**config.mk**
```make
export PLATFORM = sky130hd
export DESIGN_NAME = hbd_top
export DESIGN_NICKNAME = d
export VERILOG_FILES = /design/src/hw/hbd_pkg.sv /design/src/hw/hbd_br_if.sv /design/src/hw/hbd_sync.sv /design/src/hw/hbd_bridge.sv /design/src/hw/hbd_top.sv
export VERILOG_INCLUDE_DIRS = /design/src /design/src/hw
export SDC_FILE = /design/constraint.sdc
export NUM_CORES = 1
export LEC_CHECK = 0
export ABC_AREA = 1
export BUFFER_PORTS_ARGS = -buffer_cell sky130_fd_sc_hd__buf_2
export CORE_ASPECT_RATIO = 1.5
export CORE_MARGIN = 2
export CORE_UTILIZATION = 57
export CTS_CLUSTER_SIZE = 40
export DETAILED_ROUTE_END_ITERATION = 10
export PLACE_DENSITY = 0.81
export SETUP_SLACK_MARGIN = 0.5
export SLEW_MARGIN = 40
export SYNTH_ARGS = -nofsm -noshare
export SYNTH_HDL_FRONTEND = slang
export SYNTH_SLANG_ARGS = --single-unit
export TNS_END_PERCENT = 100
```
**constraint.sdc**
```tcl
create_clock -name clk -period 2.1 [get_ports clk]
set_input_delay 0.63 -clock clk [delete_from_list [all_inputs] [get_ports clk]]
set_output_delay 0.63 -clock clk [all_outputs]
set_load 0.005 [all_outputs]
```
**src/hw/hbd_defines.svh**
```systemverilog
`ifndef HBD_DEFINES_SVH
`define HBD_DEFINES_SVH
// Timing
`define HBD_CLK_HZ 50000000
`define HBD_CYC_PER_US (`HBD_CLK_HZ / 1000000)
`define HBD_WAKE_TIME_US 3000
`define HBD_RETRY_TIME_US 3000
`define HBD_OFF_TIME_US 20
`define HBD_WAKE_CYC (`HBD_WAKE_TIME_US * `HBD_CYC_PER_US)
`define HBD_RETRY_CYC (`HBD_RETRY_TIME_US * `HBD_CYC_PER_US)
`define HBD_OFF_CYC (`HBD_OFF_TIME_US * `HBD_CYC_PER_US)
`define HBD_CNT_W 18
`define HBD_MIX_LO_PCT 30
`define HBD_MIX_HI_PCT 60
// Decay select codes {hi, lo}
`define HBD_DECAY_MIX_LO 2'h1
`define HBD_DECAY_MIX_HI 2'h2
`define HBD_DECAY_FAST 2'h3
// Register offsets
`define HBD_REG_STATUS 8'h00
`define HBD_REG_MASK 8'h04
`define HBD_REG_STATE 8'h08
// Event field width and reset values
`define HBD_EV_W 6
`define HBD_STATUS_RST 6'h00
`define HBD_MASK_RST 6'h00
`endif

```
**src/hw/hbd_pkg.sv**
```systemverilog
package hbd_pkg;
  // Power sequencing states
  typedef enum logic [1:0] {PW_SLEEP, PW_WAKE, PW_ACTIVE} hbd_pwr_t;
  // Per-bridge regulation states
  typedef enum logic [1:0] {BR_RUN, BR_OFF, BR_RETRY} hbd_br_t;
  typedef logic [1:0] hbd_decay_t;
endpackage

```
**src/hw/hbd_br_if.sv**
```systemverilog
`timescale 1ns/1ps
// Control and status of one bridge between top and regulator
interface hbd_br_if;
  logic en;
  logic dir_in_a;
  logic dir_in_b;
  logic trip;
  logic overcurrent_guard;
  logic allow;
  logic [1:0] decay;
  logic hiz;
  logic hi_first;
  logic hi_second;
  logic regulating;
  logic ocp_hold;
  logic trip_evt;
  logic ocp_evt;
  modport ctl (output en, dir_in_a, dir_in_b, trip, overcurrent_guard, allow, decay,
    input hiz, hi_first, hi_second, regulating, ocp_hold, trip_evt, ocp_evt);
  modport br (input en, dir_in_a, dir_in_b, trip, overcurrent_guard, allow, decay,
    output hiz, hi_first, hi_second, regulating, ocp_hold, trip_evt, ocp_evt);
endinterface

```
**src/hw/hbd_sync.sv**
```systemverilog
`timescale 1ns/1ps
// Two-stage synchroniser; first stage feeds only the second
module hbd_sync #(
  parameter int W = 2
) (
  input wire logic clk,
  input wire logic reset,
  input wire logic [W-1:0] d,
  output logic [W-1:0] q
);
  logic [W-1:0] meta_q;
  always_ff @(posedge clk) begin
    if (reset) begin
      meta_q <= '0;
      q <= '0;
    end else begin
      meta_q <= d;
      q <= meta_q;
    end
  end
endmodule

```
**src/hw/hbd_bridge.sv**
```systemverilog
`timescale 1ns/1ps
`include "hbd_defines.svh"
// One bridge: input decode, off-time regulation, overcurrent retry
module hbd_bridge import hbd_pkg::*; #(
  parameter int FIXED_OFF_TIME_CYC = `HBD_OFF_CYC,
  parameter int RETRY_CYC = `HBD_RETRY_CYC,
  parameter int CNT_W = `HBD_CNT_W
) (
  input wire logic clk,
  input wire logic reset,
  hbd_br_if.br bus
);
  localparam int FAST_LO = FIXED_OFF_TIME_CYC * `HBD_MIX_LO_PCT / 100;
  localparam int FAST_HI = FIXED_OFF_TIME_CYC * `HBD_MIX_HI_PCT / 100;
  hbd_br_t st_q, st_d;
  logic [CNT_W-1:0] cnt_q, cnt_d;
  logic [1:0] pat_q, pat_d;
  logic trip_q;
  logic fast;
  function automatic logic cnt_at(logic [CNT_W-1:0] c, int n);
    return c == CNT_W'(n);
  endfunction
  // Next state; overcurrent beats regulation
  always_comb begin
    st_d = st_q;
    cnt_d = cnt_q;
    pat_d = pat_q;
    bus.trip_evt = 1'b0;
    bus.ocp_evt = 1'b0;
    case (st_q)
      BR_RUN: begin
        if (bus.overcurrent_guard) begin
          st_d = BR_RETRY; // [RULE17]
          cnt_d = '0;
          bus.ocp_evt = 1'b1;
        end else if (bus.trip && bus.allow && bus.en) begin
          st_d = BR_OFF; // [RULE9] [RULE11]
          cnt_d = '0;
          pat_d = {bus.dir_in_a, bus.dir_in_b};
          bus.trip_evt = 1'b1;
        end
      end
      BR_OFF: begin
        if (bus.overcurrent_guard) begin
          st_d = BR_RETRY; // [RULE17]
          cnt_d = '0;
          bus.ocp_evt = 1'b1;
        end else if (!bus.allow) begin
          st_d = BR_RUN;
        end else if (bus.trip && !trip_q) begin
          cnt_d = '0; // [RULE18]
          bus.trip_evt = 1'b1;
        end else if (cnt_at(cnt_q, FIXED_OFF_TIME_CYC - 1)) begin
          st_d = BR_RUN; // [RULE10]
        end else begin
          cnt_d = cnt_q + 1'b1;
        end
      end
      BR_RETRY: begin
        if (cnt_at(cnt_q, RETRY_CYC - 1)) st_d = BR_RUN; // [RULE17]
        else cnt_d = cnt_q + 1'b1;
      end
      default: st_d = BR_RUN;
    endcase
  end
  // Bridge drive; fast decay reverses the captured energising pattern
  always_comb begin
    case (bus.decay)
      `HBD_DECAY_FAST: fast = 1'b1; // [RULE16]
      `HBD_DECAY_MIX_LO: fast = cnt_q < CNT_W'(FAST_LO);
      `HBD_DECAY_MIX_HI: fast = cnt_q < CNT_W'(FAST_HI);
      default: fast = 1'b0;
    endcase
    bus.regulating = st_q == BR_OFF; // [RULE12]
    bus.ocp_hold = st_q == BR_RETRY;
    // Enable low releases the pins even inside an off-time
    bus.hiz = !bus.allow || st_q == BR_RETRY || !bus.en; // [RULE3]
    if (st_q == BR_OFF) begin
      if (fast && (pat_q[1] != pat_q[0])) {bus.hi_first, bus.hi_second} = ~pat_q;
      else {bus.hi_first, bus.hi_second} = 2'b00;
    end else begin
      {bus.hi_first, bus.hi_second} = {bus.dir_in_a, bus.dir_in_b}; // [RULE4] [RULE5] [RULE6] [RULE7] [RULE8]
    end
  end
  always_ff @(posedge clk) begin
    if (reset) begin
      st_q <= BR_RUN;
      cnt_q <= '0;
      pat_q <= 2'h0;
      trip_q <= 1'b0;
    end else begin
      st_q <= st_d;
      cnt_q <= cnt_d;
      pat_q <= pat_d;
      trip_q <= bus.trip;
    end
  end
endmodule

```
**src/hw/hbd_top.sv**
```systemverilog
// The strobed register port and the register offsets were decided locally.
`timescale 1ns/1ps
`include "hbd_defines.svh"
// Overview of operation
// RULE1: Sleep low three-states all outputs, biases off circuits, stops charge pump.
// RULE2: After sleep goes high, normal operation resumes within the wake time.
// RULE3: Enable low puts both outputs of that bridge in high impedance.
// RULE4: Enable high, both directions low: both outputs low, slow brake.
// RULE5: Enable high, first direction high only: first output high, second low.
// RULE6: Enable high, second direction high only: first output low, second high.
// RULE7: Enable high, both directions high: both outputs high, high brake.
// RULE8: Inputs are followed only while the bridge current is below threshold.
// RULE9: Current above threshold overrides inputs and forces decay for off-time.
// RULE10: After the off-time the bridge follows the inputs again.
// RULE11: Each bridge has its own threshold and independent regulation loop.
// RULE12: Each monitor output pulls low while its regulation loop is in control.
// RULE13: Fault output pulls low whenever any protection condition is present. The code keeps it released while in sleep.
// RULE14: Over-temperature or low supply three-states outputs until it clears.
// RULE15: Half-scale select low gives full threshold scale, high gives half.
// RULE16: Decay selects choose slow, 30% mixed, 60% mixed or fast during off-time.
// RULE17: Overcurrent disables the bridge, flags fault, holds it off for retry time.
// RULE18: A new trip during the off-time restarts the off-time interval.
// RULE19: Off-time is a cycle-count parameter; trip inputs are synchronised.
module hbd_top import hbd_pkg::*; #(
  parameter int FIXED_OFF_TIME_CYC = `HBD_OFF_CYC,
  parameter int WAKE_CYC = `HBD_WAKE_CYC,
  parameter int RETRY_CYC = `HBD_RETRY_CYC,
  parameter int CNT_W = `HBD_CNT_W
) (
  input wire logic clk,
  input wire logic reset,
  input wire logic sleep_n,
  input wire logic en_a,
  input wire logic dir_in_a_a,
  input wire logic dir_in_b_a,
  input wire logic en_b,
  input wire logic dir_in_a_b,
  input wire logic dir_in_b_b,
  input wire logic half_scale_sel,
  input wire logic decay_sel_lo,
  input wire logic decay_sel_hi,
  input wire logic trip_threshold_hit_a,
  input wire logic trip_threshold_hit_b,
  input wire logic overcurrent_guard_a,
  input wire logic overcurrent_guard_b,
  input wire logic over_temp_shutdown,
  input wire logic supply_low_lockout,
  input wire logic [7:0] reg_addr,
  input wire logic [31:0] reg_wdata,
  input wire logic reg_wr,
  input wire logic reg_rd,
  output logic [31:0] reg_rdata,
  output logic irq,
  output logic bridge_out_first_a,
  output logic bridge_out_first_a_oe_n,
  output logic bridge_out_second_a,
  output logic bridge_out_second_a_oe_n,
  output logic bridge_out_first_b,
  output logic bridge_out_first_b_oe_n,
  output logic bridge_out_second_b,
  output logic bridge_out_second_b_oe_n,
  output logic reg_monitor_a,
  output logic reg_monitor_a_oe_n,
  output logic reg_monitor_b,
  output logic reg_monitor_b_oe_n,
  output logic fault_n,
  output logic fault_oe_n,
  output logic threshold_half,
  output logic charge_pump_en,
  output logic bias_en
);

  ////////////////////////////////////////////////////////////////////////////
  // Declarations

  // One carrier per bridge keeps the two loops apart
  hbd_br_if br_if_a ();
  hbd_br_if br_if_b ();

  logic [1:0] trip_sync;
  hbd_pwr_t pw_q, pw_d;
  logic [CNT_W-1:0] wake_cnt_q, wake_cnt_d;
  logic tsd_q, supply_low_lockout_q;
  logic allow;
  logic fault_act;
  logic [`HBD_EV_W-1:0] events;
  logic [`HBD_EV_W-1:0] status_q, status_d;
  logic [`HBD_EV_W-1:0] mask_q, mask_d;
  logic [`HBD_EV_W-1:0] w1c;
  logic [31:0] rdata_q, rdata_d;
  logic irq_q, irq_d;
  logic [7:0] pins_q, pins_d;
  logic [7:0] pins_oe_n_q, pins_oe_n_d;
  logic scale_q, scale_d;
  logic pump_q, pump_d;
  logic bias_q, bias_d;
  logic od_low_q;

  // Address match, shared by write and read decode
  function automatic logic reg_hit(logic [7:0] a, logic [7:0] off);
    return a == off;
  endfunction

  ////////////////////////////////////////////////////////////////////////////
  // Trip comparator inputs

  // Comparators are analog and free running, so they cross in here
  hbd_sync #(
    .W(2)
  ) u_trip_sync (
    .clk(clk),
    .reset(reset),
    .d({trip_threshold_hit_b, trip_threshold_hit_a}),
    .q(trip_sync)
  ); // [RULE19]

  ////////////////////////////////////////////////////////////////////////////
  // Sleep and wake sequencing

  // Bridge outputs stay released through the whole wake interval
  always_comb begin
    pw_d = pw_q;
    wake_cnt_d = wake_cnt_q;
    case (pw_q)
      PW_SLEEP: begin
        wake_cnt_d = '0;
        if (sleep_n) pw_d = PW_WAKE;
      end
      PW_WAKE: begin
        if (!sleep_n) begin
          pw_d = PW_SLEEP; // [RULE1]
        end else if (wake_cnt_q == CNT_W'(WAKE_CYC - 1)) begin
          pw_d = PW_ACTIVE; // [RULE2]
        end else begin
          wake_cnt_d = wake_cnt_q + 1'b1;
        end
      end
      PW_ACTIVE: begin
        if (!sleep_n) pw_d = PW_SLEEP; // [RULE1]
      end
      default: pw_d = PW_SLEEP;
    endcase
  end

  always_ff @(posedge clk) begin
    if (reset) begin
      pw_q <= PW_SLEEP;
      wake_cnt_q <= '0;
    end else begin
      pw_q <= pw_d;
      wake_cnt_q <= wake_cnt_d;
    end
  end

  ////////////////////////////////////////////////////////////////////////////
  // Protection

  // Bridges may drive only when awake and no lockout is present
  assign allow = (pw_q == PW_ACTIVE) && !over_temp_shutdown
    && !supply_low_lockout; // [RULE14]

  // Fault stays released in sleep since the bias is off
  assign fault_act = (pw_q != PW_SLEEP) && (over_temp_shutdown
    || supply_low_lockout || br_if_a.ocp_hold || br_if_b.ocp_hold); // [RULE13]

  // Previous levels, for edge events only
  always_ff @(posedge clk) begin
    if (reset) begin
      tsd_q <= 1'b0;
      supply_low_lockout_q <= 1'b0;
    end else begin
      tsd_q <= over_temp_shutdown;
      supply_low_lockout_q <= supply_low_lockout;
    end
  end

  ////////////////////////////////////////////////////////////////////////////
  // Bridge regulators

  // Bridge A inputs
  assign br_if_a.en = en_a;
  assign br_if_a.dir_in_a = dir_in_a_a;
  assign br_if_a.dir_in_b = dir_in_b_a;
  assign br_if_a.trip = trip_sync[0];
  assign br_if_a.overcurrent_guard = overcurrent_guard_a;
  assign br_if_a.allow = allow;
  assign br_if_a.decay = {decay_sel_hi, decay_sel_lo};

  // Bridge B inputs
  assign br_if_b.en = en_b;
  assign br_if_b.dir_in_a = dir_in_a_b;
  assign br_if_b.dir_in_b = dir_in_b_b;
  assign br_if_b.trip = trip_sync[1];
  assign br_if_b.overcurrent_guard = overcurrent_guard_b;
  assign br_if_b.allow = allow;
  assign br_if_b.decay = {decay_sel_hi, decay_sel_lo};

  // Two independent loops, one per bridge
  hbd_bridge #(
    .FIXED_OFF_TIME_CYC(FIXED_OFF_TIME_CYC),
    .RETRY_CYC(RETRY_CYC),
    .CNT_W(CNT_W)
  ) u_bridge_a (
    .clk(clk),
    .reset(reset),
    .bus(br_if_a)
  ); // [RULE11]

  hbd_bridge #(
    .FIXED_OFF_TIME_CYC(FIXED_OFF_TIME_CYC),
    .RETRY_CYC(RETRY_CYC),
    .CNT_W(CNT_W)
  ) u_bridge_b (
    .clk(clk),
    .reset(reset),
    .bus(br_if_b)
  ); // [RULE11]

  ////////////////////////////////////////////////////////////////////////////
  // Pin registers

  // Pin order: first_a, second_a, first_b, second_b, mon_a, mon_b, fault
  always_comb begin
    pins_d = 8'h00;
    pins_oe_n_d = 8'hff;
    pins_d[0] = br_if_a.hi_first;
    pins_d[1] = br_if_a.hi_second;
    pins_d[2] = br_if_b.hi_first;
    pins_d[3] = br_if_b.hi_second;
    pins_oe_n_d[1:0] = {2{br_if_a.hiz}}; // [RULE1] [RULE3] [RULE14]
    pins_oe_n_d[3:2] = {2{br_if_b.hiz}}; // [RULE1] [RULE3] [RULE14]
    pins_oe_n_d[4] = !br_if_a.regulating; // [RULE12]
    pins_oe_n_d[5] = !br_if_b.regulating; // [RULE12]
    pins_oe_n_d[6] = !fault_act; // [RULE13] [RULE17]
    scale_d = half_scale_sel; // [RULE15]
    pump_d = pw_d != PW_SLEEP; // [RULE1]
    bias_d = pw_d != PW_SLEEP; // [RULE1]
  end

  // Reset state leaves every pin released and the pump off
  always_ff @(posedge clk) begin
    if (reset) begin
      pins_q <= 8'h00;
      pins_oe_n_q <= 8'hff;
      scale_q <= 1'b0;
      pump_q <= 1'b0;
      bias_q <= 1'b0;
      od_low_q <= 1'b0;
    end else begin
      pins_q <= pins_d;
      pins_oe_n_q <= pins_oe_n_d;
      scale_q <= scale_d;
      pump_q <= pump_d;
      bias_q <= bias_d;
      od_low_q <= 1'b0;
    end
  end

  // Open-drain pins only ever pull low
  assign bridge_out_first_a = pins_q[0];
  assign bridge_out_second_a = pins_q[1];
  assign bridge_out_first_b = pins_q[2];
  assign bridge_out_second_b = pins_q[3];
  assign bridge_out_first_a_oe_n = pins_oe_n_q[0];
  assign bridge_out_second_a_oe_n = pins_oe_n_q[1];
  assign bridge_out_first_b_oe_n = pins_oe_n_q[2];
  assign bridge_out_second_b_oe_n = pins_oe_n_q[3];
  assign reg_monitor_a = od_low_q;
  assign reg_monitor_b = od_low_q;
  assign fault_n = od_low_q;
  assign reg_monitor_a_oe_n = pins_oe_n_q[4];
  assign reg_monitor_b_oe_n = pins_oe_n_q[5];
  assign fault_oe_n = pins_oe_n_q[6];
  assign threshold_half = scale_q;
  assign charge_pump_en = pump_q;
  assign bias_en = bias_q;

  ////////////////////////////////////////////////////////////////////////////
  // Event status, mask and interrupt

  // Lockout events fire on the onset only
  assign events = {supply_low_lockout & ~supply_low_lockout_q, over_temp_shutdown & ~tsd_q,
    br_if_b.ocp_evt, br_if_a.ocp_evt, br_if_b.trip_evt, br_if_a.trip_evt};

  // Set beats clear so an event in the clearing cycle survives
  always_comb begin
    w1c = '0;
    mask_d = mask_q;
    if (reg_wr && reg_hit(reg_addr, `HBD_REG_STATUS)) w1c = reg_wdata[`HBD_EV_W-1:0];
    if (reg_wr && reg_hit(reg_addr, `HBD_REG_MASK)) mask_d = reg_wdata[`HBD_EV_W-1:0];
    status_d = (status_q & ~w1c) | events;
    irq_d = |(status_d & mask_d);
  end

  always_ff @(posedge clk) begin
    if (reset) begin
      status_q <= `HBD_STATUS_RST;
      mask_q <= `HBD_MASK_RST;
      irq_q <= 1'b0;
    end else begin
      status_q <= status_d;
      mask_q <= mask_d;
      irq_q <= irq_d;
    end
  end

  // Registered so a clear never glitches the pin
  assign irq = irq_q;

  ////////////////////////////////////////////////////////////////////////////
  // Register read

  // Data valid only in the cycle after the strobe; unmapped reads zero
  always_comb begin
    rdata_d = 32'h0000_0000;
    if (reg_rd) begin
      if (reg_hit(reg_addr, `HBD_REG_STATUS)) begin
        rdata_d[`HBD_EV_W-1:0] = status_q;
      end else if (reg_hit(reg_addr, `HBD_REG_MASK)) begin
        rdata_d[`HBD_EV_W-1:0] = mask_q;
      end else if (reg_hit(reg_addr, `HBD_REG_STATE)) begin
        rdata_d[7:0] = {br_if_b.ocp_hold, br_if_a.ocp_hold, fault_act,
          br_if_b.regulating, br_if_a.regulating, allow, pw_q};
      end
    end
  end

  always_ff @(posedge clk) begin
    if (reset) rdata_q <= 32'h0000_0000;
    else rdata_q <= rdata_d;
  end

  // Idle reads show zero, so stale data never lingers
  assign reg_rdata = rdata_q;

endmodule

```
== Word level (Yosys, flattened, before mapping) ==
Index checks and enable logic that the tools add are counted.

* Input bits: 60
* Register bits after elaboration: 130
* Output and inout bits: 50

* Equality and inequality tests: 34
* Reduce and logical (&&, ||, !) cells: 51
* Mux-type cells: 71
* Add/subtract/negate cells: 3
* $lt $le $gt $ge: 4
* Bitwise operators: 14

{| class="wikitable"
|+ Operators with widths
! cell !! number
|-
| 18-bit 2-to-1 mux || 16
|-
| 18-bit one-hot mux with 3 select lines || 2
|-
| 18-bit by 1-bit adder with 18-bit output (second input constant) || 3
|-
| 18-bit equality test (second input constant) || 3
|-
| 18-bit by 10-bit equality test with 1-bit output (second input constant) || 2
|-
| 18-bit by 10-bit less-than comparator with 1-bit output (second input constant) || 2
|-
| 18-bit by 9-bit less-than comparator with 1-bit output (second input constant) || 2
|-
| 2-bit 2-to-1 mux || 18
|-
| 18-bit one-hot mux with 2 select lines || 1
|-
| 6-bit 2-to-1 mux || 4
|-
| 1-bit 2-to-1 mux || 22
|-
| 2-bit one-hot mux with 3 select lines || 3
|-
| 1-bit logical AND || 13
|-
| 6-bit AND || 2
|-
| 3-bit by 2-bit inequality test with 1-bit output (second input constant) || 4
|-
| 4-bit by 3-bit inequality test with 1-bit output (second input constant) || 3
|-
| 4-bit inequality test (second input constant) || 3
|-
| 2-bit equality test (second input constant) || 5
|-
| 1-bit zero test || 10
|-
| 5-bit AND reduction || 2
|-
| 3-bit AND reduction || 3
|-
| 2-bit by 1-bit equality test with 1-bit output (second input constant) || 4
|-
| 8-bit by 3-bit equality test with 1-bit output (second input constant) || 1
|-
| 8-bit by 4-bit equality test with 1-bit output (second input constant) || 1
|-
| other kinds (20) || 48
|}

== Depth between registers and ports, before layout ==
* Word-level depth: 11
* Mapped depth: 13

== Hierarchy ==
Synthesis repeated with hierarchy kept, for this count alone.

* Cells, all modules: 1,034
* Area total of the unflattened synthesis: 6,562.5 µm²

{| class="wikitable"
|+ Modules (own cells, without submodules)
! module !! sequential area each (µm²) !! times used !! area an instance (µm²) !! cells each
|-
| hbd_bridge || 460.4 || 2 || 1,884.3 || 318
|-
| hbd_top || 1,081.0 || 1 || 2,683.8 || 386
|-
| hbd_sync || 80.1 || 1 || 110.1 || 12
|}

== Least setup slack after synthesis ==
No wires, ideal clock.

* Kind: input port to flip-flop
* From: input reg_addr[1]
* To: register irq_q, in the netlist irq
* Stages: 10
* Data arrival time: 1,635 ps
* Path slack: 338 ps
* Buffers on the path: 0
* Data required time: 1,972 ps
* Path through: nor2_1 -> nand3_1 -> nor2_1 -> nand2_1 -> nand2_1 -> nand2_1 -> nand2_1 -> nand3_1 -> nor2_1 -> nor2_1

* Cells in the longest elaborated chain, start to end: 8

{| class="wikitable"
|+ RTL lines
! element !! line !! source
|-
| start, declared || hbd_top.sv:48 || <nowiki>input wire logic [7:0] reg_addr,</nowiki>
|-
| 8-bit zero test || hbd_top.sv:101 || <nowiki>return a == off;</nowiki>
|-
| 1-bit logical AND || hbd_top.sv:289 || <nowiki>if (reg_wr && reg_hit(reg_addr, `HBD_REG_STATUS)) w1c = reg_wdata[`HBD_EV_W-1:0];</nowiki>
|-
| 6-bit 2-to-1 mux || hbd_top.sv:289 ||
|-
| 6-bit inverter || hbd_top.sv:291 || <nowiki>status_d = (status_q & ~w1c) | events;</nowiki>
|-
| 6-bit AND || hbd_top.sv:291 ||
|-
| 6-bit bitwise OR || hbd_top.sv:291 ||
|-
| 6-bit AND (*) || hbd_top.sv:292 || <nowiki>irq_d = |(status_d & mask_d);</nowiki>
|-
| 6-bit OR reduction (*) || hbd_top.sv:292 ||
|-
| end signal, assigned || hbd_top.sv:303 || <nowiki>irq_q <= irq_d;</nowiki>
|-
| end, declared || hbd_top.sv:91 || <nowiki>logic irq_q, irq_d;</nowiki>
|}

Mark *: on every way between the ends. The rest lies on a longest branch, timed or not.
A chain may end at the register's enable or synchronous reset.

== Worst setup path in the final report ==
* From: register u_bridge_a.cnt_q[1]
* To: register u_bridge_a.cnt_q[15]

* Cells in the longest elaborated chain, start to end: 6

{| class="wikitable"
|+ RTL lines
! element !! line !! source
|-
| start, declared || hbd_bridge.sv:16 || <nowiki>logic [CNT_W-1:0] cnt_q, cnt_d;</nowiki>
|-
| start signal, assigned || hbd_bridge.sv:93 || <nowiki>cnt_q <= cnt_d;</nowiki>
|-
| 18-bit by 1-bit adder with 18-bit output || hbd_bridge.sv:56, hbd_bridge.sv:61 ||
|-
| 18-bit 2-to-1 mux || hbd_bridge.sv:53 || <nowiki>end else if (cnt_at(cnt_q, FIXED_OFF_TIME_CYC - 1)) begin</nowiki>
|-
| 18-bit 2-to-1 mux || hbd_bridge.sv:50 || <nowiki>end else if (bus.trip && !trip_q) begin</nowiki>
|-
| 18-bit 2-to-1 mux || hbd_bridge.sv:48 || <nowiki>end else if (!bus.allow) begin</nowiki>
|-
| 18-bit 2-to-1 mux || hbd_bridge.sv:44 || <nowiki>if (bus.overcurrent_guard) begin</nowiki>
|-
| 18-bit one-hot mux with 3 select lines || hbd_bridge.sv:30 || <nowiki>case (st_q)</nowiki>
|}

Several ways; a longest one is shown, not always the timed one. The select of a mux whose other input is x is not followed.

==> results list <==
- Library cell occupying the most area in the post-synthesis netlist: dfxtp_1
- Using the TritonRoute via totals, the vias-per-cell ratio works out to 5.81.
- Total Die Area: 11900 um^2
- Adding up every negative setup slack in the final design gives 0 ns.
- The region available for standard cell placement spans 10600 um^2.
- Main area contributors after synthesis: dfxtp_1, nand2_1, nor2_1
* Achievable frequency: 536 MHz
- WP data arrival: 2.14 ns
- The area growth from synthesis to layout is 33.9%.
* Routed wire length: roughly 22000 um
- Power spread over the standard cell area amounts to 699 nW/um^2.
- Final HPWL DP: ~11000 um
- Entering global routing, the biggest net connects 40 pins.
- Worst-case vdd ir drop: 0.000927 V
- Fin nets: 1188
* Final weighted congestion in routability-driven placement: between 0.9 and 1
- Run status: complete, no violations
- The share of total power dissipated in the clock network is around 29%.
* Share of cells above drive strength 1: 32.4%
- # clock sinks: 104
- CTS Hold Buffers Added: 0
* Share of synthesized area occupied by flip-flops and latches: 33.2%
- In the layout the commonest cells are nand2_1, nor2_1, inv_1, nand3_1, dfxtp_1.
- The share of synthesized area in the top cell type comes to 33.2%.
- Yosys synthesis warning count: 0
* Least-Margin Pin Slew: around 0.56 ns
* Post-synthesis average cell area: 6.32 um^2
* Category of the worst setup path launch point: flip-flop
- # setup viols final: 0
- Critical path capture point type: flip-flop
- Crit path kind: flip-flop to flip-flop
* Chip Height: 132 um
- Setup repair after global routing missed its margin: true
* Maximum fanout along the worst path: 6
* Asr flop ratio synth: 0%
- Die width: 89.6 um
* Wirelength per Cell: 17.3 um
* Relative slew margins: 62.8%
* I/O pin count: 110
- Clock-pin slew reported for the worst setup and hold paths after clock tree synthesis: approximately 0.080 ns
* Hold violation total from the final report: 0
* Routed Antenna Nets: 0
- In the final layout, flip-flops and latches occupy 2160 um^2.
- The library cell used most frequently in the layout, excluding fill and tap cells, is nand2_1.
- Share of the core filled with cells: 78.8%
- The tree is rooted in a clkbuf_16.
* Synth Flop Type: dfxtp_1
- Counting distinct cell types in the post-synthesis netlist gives 42.
* Net switching power: 0.00207 W
- The number of antenna violations at the first check in global routing came to 0.
- The analysis attributes to cell leakage a power of 3.80 nW.
- Count of buffers from port buffering: 56
- Count of flip-flops with a built-in enable after synthesis: 0
* Combinational cell fraction of total power: 32.9%
- Starting Density: approximately three fifths
- Number of flip-flops and latches in the synthesized netlist: between 100 and 150
* Via Count: 7356
* Number of H-tree levels: 3
- Netlist area before placement: 6260 um^2
- Internal power comes to between 0.003 and 0.004 W.
- TritonCTS built the clock tree.
- Maximum root-to-sink buffer count: 2
* Number of antenna diodes: 0
- The initialized floorplan defines 46 standard-cell rows.
* First-pass GRT wire length: 28200 um
* Max Transition Viols Final: 0
- Clock period minus worst slack: 1.87 ns
* Worst clock skew: 0.00836 ns
- The detailed router finished its first iteration with 728 violations.
* Count of mapped cells out of synthesis: 991
* Insertion delay to the later sink of the worst-skew pair: 0.36 ns
- Switching Share: 35.4%
- The min-delay analysis places its worst path in the category flip-flop to flip-flop.
- Per report_power, the sequential group accounts for around 38% of the total.
- Number of iterations in the first detailed-routing pass: 7
* Total routing resource utilization after global routing: between 20% and 30%
- After detailed routing, the number of remaining DRC violations is 0.
- Multi-input gate area in the final layout: around 4100 um^2
- TritonCTS buffer count: 9
- Global routing finished with a remaining overflow of 0.
* Number of global-route vias before repair: 6280
- For the worst setup path, the data required time is 2.38 ns.
- Maximum capacitance violations: 0
- The filler cells instantiated in the layout total 632.
* Final period util: ~89%
[area by class of cell]
| cell class | instances | area share [%] |
|---|---|---|
| timing repair buffer | 142 | 13.7 |
| inverter | 137 | 6.33 |
| sequential | 104 | 25.7 |
| clock buffer | 10 | 2.85 |
| tap | 144 | 2.15 |
| clock inverter | 6 | 0.686 |
| multi-input combinational | 722 | 48.5 |
| timing repair inverter | 1 | 0.0895 |
[stage by stage]
step | instance area (um^2) | setup WS, ns | total power, W | cells | hold slack (ns)
global placement | 6670 | 0.0857 | 0.00333 | 1180 | 0.393
detailed placement | 6670 | 0.0490 | 0.00335 | 1180 | 0.397
finish | 8390 | 0.234 | 0.00586 | 1266 | 0.408
floorplan | 6410 | 0.441 | 0.00312 | 1017 | 0.388
global route | 8390 | 0.172 | 0.00608 | 1266 | 0.421
CTS | 7630 | 0.386 | 0.00538 | 1243 | 0.409
[final timing paths]
path                               from  cells after the start  slack [ns]              endpoint
setup / recovery    u_bridge_a.cnt_q[1]                     11        0.23  u_bridge_a.cnt_q[15]
hold / removal    u_trip_sync.meta_q[1]                      2        0.41      u_trip_sync.q[1]
setup reg to reg    u_bridge_a.cnt_q[1]                     11        0.23  u_bridge_a.cnt_q[15]
hold reg to reg   u_trip_sync.meta_q[1]                      2        0.41      u_trip_sync.q[1]
[state kept, by name, indices dropped and copies added (netlist names)]
name	flops
u_bridge_b.cnt_q	18
reg_rdata	8
u_bridge_b.st_q	2
pins_q	4
u_trip_sync.meta_q	2
u_bridge_a.cnt_q	18
wake_cnt_q	18
u_bridge_a.st_q	2
u_bridge_b.trip_q	1
u_bridge_a.trip_q	1
u_bridge_b.pat_q	2
u_trip_sync.q	2
mask_q	6
u_bridge_a.pat_q	2
tsd_q	1
threshold_half	1
pw_q	2
irq	1
supply_low_lockout_q	1
bias_en	1
pins_oe_n_q	5
status_q	6
[synthesized netlist by cell type, types with 2 or more instances]
master / instances
o21ai_0: 32
nor4_1: 2
nor2_2: 24
or2_2: 3
inv_2: 3
buf_2: 7
o211ai_1: 7
nor3_1: 10
o21ai_1: 6
nand2_1: 244
clkinv_1: 2
a31oi_1: 3
inv_1: 132
nor2_1: 149
ha_1: 11
nand2_2: 5
nand3_1: 98
clkbuf_1: 8
xor2_1: 9
nand4_1: 19
a21oi_1: 54
nor2_4: 4
dfxtp_1: 104
buf_4: 33
buf_6: 4
o21ai_2: 2
[repair_timing]
| item | CTS | global route |
|---|---|---|
| setup endpoints to repair | 58 | 65 |
| pin swaps | 29 | 48 |
| gates resized for setup | 103 | 144 |
| buffers inserted | 42 | 20 |
| gates cloned | 5 | 3 |
| hold endpoints to repair | 0 | 0 |
[logic make-up after synthesis]
logic type	synth area share, %
DFF	33.2
xor gates and xnor gates	1.40
buffers and inverters	14.3
AOI/OAI and AO/OA	9.31
other	0.0599
adders and majority gates	2.20
and+or+nand+nor	39.5
[routing by layer]
layer | vias up | wire (um) | global-route usage, %
met1 | 3283 | 7220 | 32.2
met5 | - | 0 | 0
met4 | 0 | 1810 | 15.8
met3 | 192 | 1720 | 4.51
met2 | 551 | 11200 | 53.0
li1 | 3330 | - | -
[worst max-delay path, stage by stage (launching register included)]
cell	delay, ns
dfxtp_2	0.37
ha_4	0.16
nand2_4	0.06
nor2_4	0.12
inv_2	0.08
nor2_4	0.10
nand4_1	0.15
nand3_4	0.23
clkinvlp_4	0.21
nand2_1	0.09
nand2_1	0.05
a21oi_1	0.16
[power by group through the flow]
stage	Clock (W)	Combinational [W]	Sequential (W)
final	0.00172	0.00193	0.00221
after global routing	0.00179	0.00206	0.00222
after detailed placement	0	0.00112	0.00223
after CTS	0.00170	0.00149	0.00219
after global placement	0	0.00110	0.00223
after floorplan	0	0.000930	0.00219
(Power assumes the default switching activity.)
